===== src/include/sbaf_defs.svh =====
`ifndef SBAF_DEFS_SVH
`define SBAF_DEFS_SVH

// fixed codes and byte length on the wire
`define SBAF_START_BYTE   8'h01
`define SBAF_LEGACY_ADDR  7'h01
`define SBAF_DEVID_ADDR   7'h7c
`define SBAF_BYTE_BITS    4'h8

// line level while no one drives
`define SBAF_LINE_IDLE    1'b1

// timing
`define SBAF_CLK_MHZ      125
`define SBAF_TIMEOUT_MS   35
`define SBAF_POLL_DIV     16

`endif


===== src/include/sbaf_pkg.sv =====
package sbaf_pkg;

  typedef struct packed {
    logic scl;
    logic sda;
  } sbaf_pins_t;

  typedef enum logic [2:0] {
    ST_IDLE,
    ST_ADDR,
    ST_ACK,
    ST_DATA,
    ST_SKIP
  } sbaf_state_t;

endpackage


===== src/logic/sbaf_top.sv =====
// Contract
// - never drive acknowledge in the slot after the START byte
// - repeated START after START byte restarts byte reception, discarding it
// - poll data line slowly until a low is seen, then sample fast
// - never acknowledge legacy address 0000 001x and ignore what follows
// - after STOP ending legacy traffic, return idle ready for new START
// - slave may stretch clock low while busy, releasing when done
// - on management bus no clock low beyond 35 ms; reset bus logic
// - in unidirectional mode no device identification read-back
// - any START or repeated START resets bus logic to expect address
`timescale 1ns/1ps
`default_nettype none
`include "sbaf_defs.svh"

module sbaf_top
  import sbaf_pkg::*;
#(
  parameter int unsigned TIMEOUT_CYC = `SBAF_TIMEOUT_MS * 1000 * `SBAF_CLK_MHZ,
  parameter int unsigned POLL_DIV    = `SBAF_POLL_DIV
) (
  // clock and reset
  input  wire logic       clk,
  input  wire logic       sys_rst,
  // bus pins, open drain
  input  wire sbaf_pins_t bus_in,
  output sbaf_pins_t      bus_out,
  output sbaf_pins_t      bus_oe,
  // configuration
  input  wire logic [6:0] own_addr,
  input  wire logic       smbus_en,
  input  wire logic       ufm_en,
  input  wire logic       poll_en,
  input  wire logic       busy_req,
  // events and data
  output logic [7:0]      rx_data,
  output logic            rx_valid,
  output logic            selected,
  output logic            start_byte_seen,
  output logic            devid_req,
  output logic            legacy_data_line_gate,
  output logic            timeout_err
);

  localparam int TW = $clog2(TIMEOUT_CYC + 1);
  localparam int PW = (POLL_DIV > 1) ? $clog2(POLL_DIV) : 1;

  sbaf_pins_t  pins_s;
  sbaf_state_t state;
  logic        scl_view;
  logic        scl_q;
  logic        sda_view;
  logic        sda_q;
  logic        fast_sample;
  logic [PW-1:0] poll_cnt;
  logic [TW-1:0] low_cnt;
  logic [7:0]  shreg;
  logic [3:0]  bit_cnt;
  logic        scl_rise;
  logic        scl_fall;
  logic        start_det;
  logic        stop_det;
  logic        to_hit;
  logic        poll_tick;
  logic [7:0]  next_byte;

  sbaf_sync #(
    .W       (2),
    .RST_VAL (`SBAF_LINE_IDLE)
  ) u_sync (
    .clk     (clk),
    .sys_rst (sys_rst),
    .din     (bus_in),
    .dout    (pins_s)
  );

  assign scl_rise  = scl_view & ~scl_q;
  assign scl_fall  = ~scl_view & scl_q;
  assign start_det = scl_view & scl_q & sda_q & ~sda_view;
  assign stop_det  = scl_view & scl_q & ~sda_q & sda_view;
  assign poll_tick = (poll_cnt == PW'(POLL_DIV - 1));
  assign to_hit    = smbus_en & (low_cnt == TW'(TIMEOUT_CYC - 1));
  assign next_byte = {shreg[6:0], sda_view};

  // open drain: the driven level is always low
  always_ff @(posedge clk or posedge sys_rst) begin
    if (sys_rst) begin
      bus_out <= '0;
    end else begin
      bus_out <= '0;
    end
  end

  // line views; while polling, the data line is looked at only once per tick
  always_ff @(posedge clk or posedge sys_rst) begin
    if (sys_rst) begin
      scl_view <= `SBAF_LINE_IDLE;
      scl_q    <= `SBAF_LINE_IDLE;
      sda_view <= `SBAF_LINE_IDLE;
      sda_q    <= `SBAF_LINE_IDLE;
    end else begin
      scl_view <= pins_s.scl;
      scl_q    <= scl_view;
      sda_q    <= sda_view;
      if (fast_sample || !poll_en || poll_tick) begin
        sda_view <= pins_s.sda;
      end
    end
  end

  // a start seen at the slow rate may be missed; the start byte zeros
  // give the slow sampler time to catch up before the repeated start
  always_ff @(posedge clk or posedge sys_rst) begin
    if (sys_rst) begin
      poll_cnt    <= '0;
      fast_sample <= 1'b0;
    end else begin
      poll_cnt <= poll_tick ? '0 : poll_cnt + PW'(1);
      if (stop_det || to_hit) begin
        fast_sample <= 1'b0;
      end else if (poll_en && !sda_view) begin
        fast_sample <= 1'b1;
      end
    end
  end

  // continuous clock-low time; the master keeps the clock fast enough
  // that a healthy transfer never reaches the limit
  always_ff @(posedge clk or posedge sys_rst) begin
    if (sys_rst) begin
      low_cnt     <= '0;
      timeout_err <= 1'b0;
    end else begin
      timeout_err <= to_hit;
      if (scl_view || !smbus_en || to_hit) begin
        low_cnt <= '0;
      end else begin
        low_cnt <= low_cnt + TW'(1);
      end
    end
  end

  // receiver sequence; it also owns the clock stretch so that the pin
  // enable pair has a single writer
  always_ff @(posedge clk or posedge sys_rst) begin
    if (sys_rst) begin
      state                 <= ST_IDLE;
      bus_oe.scl            <= 1'b0;
      shreg                 <= '0;
      bit_cnt               <= '0;
      bus_oe.sda            <= 1'b0;
      selected              <= 1'b0;
      rx_data               <= '0;
      rx_valid              <= 1'b0;
      start_byte_seen       <= 1'b0;
      devid_req             <= 1'b0;
      legacy_data_line_gate <= 1'b0;
    end else begin
      rx_valid        <= 1'b0;
      start_byte_seen <= 1'b0;
      devid_req       <= 1'b0;
      // stretch only after an acknowledged byte, and never grab a high clock
      bus_oe.scl      <= selected && state == ST_DATA && bit_cnt == '0 && busy_req
                         && (bus_oe.scl || !scl_view) && !to_hit && !start_det;
      if (to_hit) begin
        state                 <= ST_IDLE;
        bus_oe.sda            <= 1'b0;
        selected              <= 1'b0;
        legacy_data_line_gate <= 1'b0;
      end else if (start_det) begin
        state                 <= ST_ADDR;
        bit_cnt               <= '0;
        bus_oe.sda            <= 1'b0;
        selected              <= 1'b0;
        legacy_data_line_gate <= 1'b0;
      end else if (stop_det) begin
        state                 <= ST_IDLE;
        bus_oe.sda            <= 1'b0;
        selected              <= 1'b0;
        legacy_data_line_gate <= 1'b0;
      end else begin
        case (state)
          ST_ADDR, ST_DATA: begin
            if (scl_rise && bit_cnt != `SBAF_BYTE_BITS) begin
              shreg   <= next_byte;
              bit_cnt <= bit_cnt + 4'h1;
            end else if (scl_fall && bit_cnt == `SBAF_BYTE_BITS) begin
              state   <= ST_ACK;
              bit_cnt <= '0;
              if (state == ST_DATA) begin
                rx_data    <= shreg;
                rx_valid   <= 1'b1;
                bus_oe.sda <= 1'b1;
              end else if (shreg == `SBAF_START_BYTE) begin
                start_byte_seen <= 1'b1;
              end else if (shreg[7:1] == `SBAF_LEGACY_ADDR) begin
                legacy_data_line_gate <= 1'b1;
              end else if (shreg[7:1] == `SBAF_DEVID_ADDR) begin
                bus_oe.sda <= !ufm_en;
                devid_req  <= !ufm_en;
              end else if (shreg[7:1] == own_addr && !shreg[0]) begin
                bus_oe.sda <= 1'b1;
                selected   <= 1'b1;
              end
            end
          end
          ST_ACK: begin
            if (scl_fall) begin
              bus_oe.sda <= 1'b0;
              state      <= selected ? ST_DATA : ST_SKIP;
            end
          end
          ST_SKIP: begin
            state <= ST_SKIP;
          end
          ST_IDLE: begin
            state <= ST_IDLE;
          end
          default: begin
            state <= ST_IDLE;
          end
        endcase
      end
    end
  end

  start_byte_nack_a: assert property (@(posedge clk) disable iff (sys_rst)
    start_byte_seen |-> !bus_oe.sda ##1 !bus_oe.sda)
    else $error("acknowledge driven after start byte");

  legacy_quiet_a: assert property (@(posedge clk) disable iff (sys_rst)
    $rose(legacy_data_line_gate) |-> !bus_oe.sda && !selected)
    else $error("legacy address acknowledged");

  restart_clear_a: assert property (@(posedge clk) disable iff (sys_rst)
    start_det && !to_hit |=> state == ST_ADDR && bit_cnt == '0 && !selected)
    else $error("start did not restart address reception");

  start_byte_drop_a: assert property (@(posedge clk) disable iff (sys_rst)
    start_byte_seen ##[1:200] (start_det && !to_hit) |=> state == ST_ADDR && bit_cnt == '0 && !rx_valid)
    else $error("start byte passed on");

  stop_idle_a: assert property (@(posedge clk) disable iff (sys_rst)
    stop_det && !start_det && !to_hit |=> state == ST_IDLE && !legacy_data_line_gate)
    else $error("stop did not return to idle");

  timeout_release_a: assert property (@(posedge clk) disable iff (sys_rst)
    to_hit |=> timeout_err && !bus_oe.scl && !bus_oe.sda && state == ST_IDLE)
    else $error("timeout did not release lines");

  stretch_release_a: assert property (@(posedge clk) disable iff (sys_rst)
    bus_oe.scl && !busy_req |=> !bus_oe.scl)
    else $error("clock held after busy ended");

  devid_block_a: assert property (@(posedge clk) disable iff (sys_rst)
    devid_req |-> !$past(ufm_en))
    else $error("device id served in unidirectional mode");

  poll_slow_a: assert property (@(posedge clk) disable iff (sys_rst)
    poll_en && !fast_sample && !poll_tick |=> $stable(sda_view))
    else $error("data line sampled fast while polling");

  low_limit_a: assert property (@(posedge clk) disable iff (sys_rst)
    smbus_en && low_cnt == TW'(TIMEOUT_CYC - 1) |=> low_cnt == '0)
    else $error("clock low counter passed limit");

endmodule

`default_nettype wire


===== src/logic/sbaf_sync.sv =====
`timescale 1ns/1ps
`default_nettype none

module sbaf_sync #(
  parameter int       W       = 2,
  parameter logic     RST_VAL = 1'b1
) (
  // clock and reset
  input  wire logic         clk,
  input  wire logic         sys_rst,
  // raw and synchronised levels
  input  wire logic [W-1:0] din,
  output logic      [W-1:0] dout
);

  logic [W-1:0] meta;

  // meta is read by dout only
  always_ff @(posedge clk or posedge sys_rst) begin
    if (sys_rst) begin
      meta <= {W{RST_VAL}};
      dout <= {W{RST_VAL}};
    end else begin
      meta <= din;
      dout <= meta;
    end
  end

endmodule

`default_nettype wire


===== config.mk =====
export PLATFORM = sky130hd
export DESIGN_NAME = sbaf_top
export DESIGN_NICKNAME = d
export VERILOG_FILES = /design/src/include/sbaf_pkg.sv /design/src/logic/sbaf_top.sv /design/src/logic/sbaf_sync.sv
export VERILOG_INCLUDE_DIRS = /design/src /design/src/include
export SDC_FILE = /design/constraint.sdc
export NUM_CORES = 1
export LEC_CHECK = 0
export ABC_AREA = 1
export BUFFER_PORTS_ARGS = -buffer_cell sky130_fd_sc_hd__buf_4
export CAP_MARGIN = 40
export CELL_PAD_IN_SITES_DETAIL_PLACEMENT = 1
export CELL_PAD_IN_SITES_GLOBAL_PLACEMENT = 1
export CORE_UTILIZATION = 47
export CTS_CLUSTER_DIAMETER = 150
export DETAILED_ROUTE_END_ITERATION = 8
export GPL_ROUTABILITY_DRIVEN = 0
export MAX_ROUTING_LAYER = met4
export PLACE_DENSITY = 0.91
export SLEW_MARGIN = 10
export SYNTH_ARGS = -nofsm -noshare
export SYNTH_HDL_FRONTEND = slang
export SYNTH_SLANG_ARGS = --single-unit

===== constraint.sdc =====
create_clock -name clk -period 2.7 [get_ports clk]
set_input_delay 0.135 -clock clk [delete_from_list [all_inputs] [get_ports clk]]
set_output_delay 0.135 -clock clk [all_outputs]
set_load 0.03 [all_outputs]

==> flow_summary.json <==
{
  "crit_fanout": 16,
  "crit_path_end_kind": "flip-flop",
  "fp.coreArea_mm2": 0.00729,
  "r2r_start": "low_cnt[0]",
  "vias_per_cell": 5.29,
  "cts_root_buf": "clkbuf_8",
  "path_common_cell": "nor2_1",
  "power.leakage_nw": 1.91,
  "cts-resized-gates": 0,
  "area_delta_synth_final_pct": 15.7,
  "slowest_stage": "nand3_1",
  "synth_cells": 453,
  "synth_fa_ha_area_share_pct": 1.40,
  "grt_max_degree": 28,
  "slowest_delay_ns": 0.50,
  "cts_made_buffers": 9,
  "yosysMostFrequentCell": "nand2_1",
  "crit_required_ns": 2.97,
  "hp-class": "input port to flip-flop",
  "yosysTopAreaCell": "dfrtp_1",
  "dr.pass1.iters": 4,
  "syn_avg_cell_area_um2": 7.86,
  "grt_pass1_wl_mm": 15.7,
  "grt_setup_unrepaired": "false",
  "yosys_register_bits": 67,
  "synth_mux_area_share_pct": 0,
  "worst-endpoint-arrival_ns": 2.47,
  "synth.cell_area_mm2": 0.00356,
  "layout-drive-gt1-share_pct": 16.8,
  "maxCapViolations": 0,
  "finalHoldViolCount": 0,
  "seq_area_frac_synth_pct": 47.3,
  "routed_wl_mm": 9.53,
  "ys_top_cells_by_count": "nand2_1 (100), inv_1 (64), nor2_1 (63)",
  "routedWlPerCell_um": 15.9,
  "fin_skew_ns": 0.00751,
  "synth-compound-area-share_pct": 5.76,
  "final.setup.tns_ns": 0,
  "yosys_warnings": 0,
  "antenna_found_initial": 0,
  "first_iter_violations": 147,
  "io_pins": 33,
  "setup_viol": 0,
  "cts_buffer_depth": 2,
  "path_class": "flip-flop to flip-flop",
  "cts_num_sinks": 67,
  "yosysTopAreaCellShare_pct": 41.4,
  "synth_area_leaders": "dfrtp_1 (41%), nand2_1 (11%), inv_1 (6.7%), nor2_1 (6.6%), dfstp_2 (5.9%)",
  "cp_cell_sequence": "ha_1 -> nand2_2 -> inv_2 -> nand2_1 -> nor2_1 -> nand3_2 -> nand3_1 -> buf_4 -> nor2_1",
  "synth_xor_area_share_pct": 3.69,
  "start_kind": "flip-flop",
  "period_minus_slack_ns": 2.20,
  "worstHoldEndpoint": "devid_req",
  "die_area_mm2": 0.00793,
  "postCtsSetupBuffers": 0,
  "synth-main-ff-cell": "dfrtp_1",
  "worstSkewPairLatency_ns": 0.35,
  "htreeDepth": 3,
  "fin_nets": 515,
  "synth_edf_count": 0,
  "worst_pin_slew_ns": 0.682,
  "cts_tree": "done",
  "n_antenna_cell": 0,
  "async_flop_share_pct": 100,
  "slew_violations": 0,
  "outcome": "finished, final reports clean",
  "synth_cell_types": 38,
  "crit_start": "low_cnt[0]",
  "min_period_over_period_pct": 81.5,
  "powerDensity_mw_per_mm2": 598,
  "fill_cells": 951,
  "min_from": "ufm_en",
  "num_rows": 31,
  "r2r_slack_ns": 0.50,
  "reg2reg_depth": 9,
  "clk_pin_slew_ns": 0.07,
  "drc": 0,
  "holdWs_ns": 0.0668,
  "die_w_um": 89.1,
  "r2r-end": "low_cnt[20]",
  "yosys.area_share.simple_pct": 32.8,
  "fmax_ghz": 0.455,
  "relSlewSlack_pct": 54.4,
  "synth_top_family_by_area": "simple AND/OR/NAND/NOR gates",
  "ir_drop_mv": 0.277,
  "dpl.hpwl_mm": 7.24,
  "grt-ovfl-total": 0,
  "io_buffer_count": 30,
  "die_h_um": 89.1,
  "vias": 3174,
  "gr-usage-all-layers_pct": 27.7,
  "ant_nets": 0,
  "min_path_cells": 4,
  "start_util_pct": 48.9,
  "grt_pass1_vias": 3349
}
## stage by stage
| stage | instance area, um2 | total power [W] | cells | setup WS [ns] | utilization (%) |
|---|---|---|---|---|---|
| after floorplan | 3570 | 0.00148 | 454 | 0.895 | - |
| after global placement | 3890 | 0.00160 | 581 | 0.715 | 53.4 |
| after detailed placement | 3890 | 0.00163 | 581 | 0.547 | 53.4 |
| after CTS | 4120 | 0.00249 | 600 | 0.497 | 56.5 |
| after global routing | 4120 | 0.00260 | 600 | 0.312 | 56.5 |
| final | 4120 | 0.00247 | 600 | 0.501 | 56.5 |
## final cells by class
type / count / area [um2] / share of cell area, %
Multi-Input combinational cell: 311 / 1560 / 37.9
Inverter: 70 / 265 / 6.44
Tap cell: 99 / 124 / 3.01
Timing Repair Buffer: 37 / 285 / 6.92
Clock inverter: 4 / 51.3 / 1.25
Sequential cell: 67 / 1690 / 40.9
Clock buffer: 12 / 145 / 3.52
## sequential cells by signal, summed over array words and instances, names as in the netlist, 2 cells and up
signal,cells
low_cnt,23
rx_data,8
shreg,8
bit_cnt,4
poll_cnt,4
state,3
bus_oe,2
u_sync.dout,2
u_sync.meta,2
## layout by cell type, fill, tap and decap left out, drive strengths merged
cell type and n:
o21ai 26, ha 4, xor2 10, nand4 13
o31ai 2, conb 2, nor3b 1, dfrtp 59
clkinv 2, nor3 19, and2 1, o2111ai 1
or2 2, nand3 37, a211oi 1, clkinvlp 1
nand2 106, bufinv 1, dfstp 8, clkbuf 12
buf 34, a21oi 8, xnor2 5, nor4 3
nor2 68, nand3b 2, inv 70, dlygate4sd3 3
## metal layers
| layer | share of wire, % | track usage, % | vias up |
|---|---|---|---|
| met4 | 2.3 | 12.7 | 0 |
| li1 | - | - | 1523 |
| met5 | 0 | - | - |
| met3 | 3.0 | 4.25 | 21 |
| met1 | 43 | 31.2 | 1572 |
| met2 | 51 | 48.5 | 58 |
## what timing repair did
action,CTS,global route
hold buffers,3,0
hold endpoints to repair,19,0
endpoints found under the setup margin,0,0
## power by group
group          internal [W]  total [W]  leakage [nW]  switching, W
registers           0.00108    0.00114         0.892     0.0000631
clock network      0.000453   0.000850        0.0966      0.000397
logic              0.000158   0.000473         0.921      0.000315
## cell families (layout without fill, tap and decap cells)
| family | count (synthesis) | count (layout) |
|---|---|---|
| compound gates | 38 | 38 |
| xor+xnor | 15 | 15 |
| fa+ha+maj | 4 | 4 |
| buf+inv | 76 | 123 |
| flops | 67 | 67 |
| other cells | 1 | 2 |
| simple gates | 252 | 252 |
## critical path: cells and delay by family, from the launching register on
family                   cells  cell delay, ns
AND/OR/NAND/NOR              6            1.03
flip-flops                   1            0.41
adder cells (fa/ha/maj)      1            0.26
buffers and inverters        2            0.43
## worst max-delay path by stage
stage / endpoint / slack, ns
CTS: low_cnt[20] / 0.50
detailed placement: low_cnt[14] / 0.55
floorplan: bit_cnt[0] / 0.90
global placement: low_cnt[15] / 0.71
finish: low_cnt[20] / 0.50
global route: low_cnt[10] / 0.31
Power figures use the tool's default switching activity.
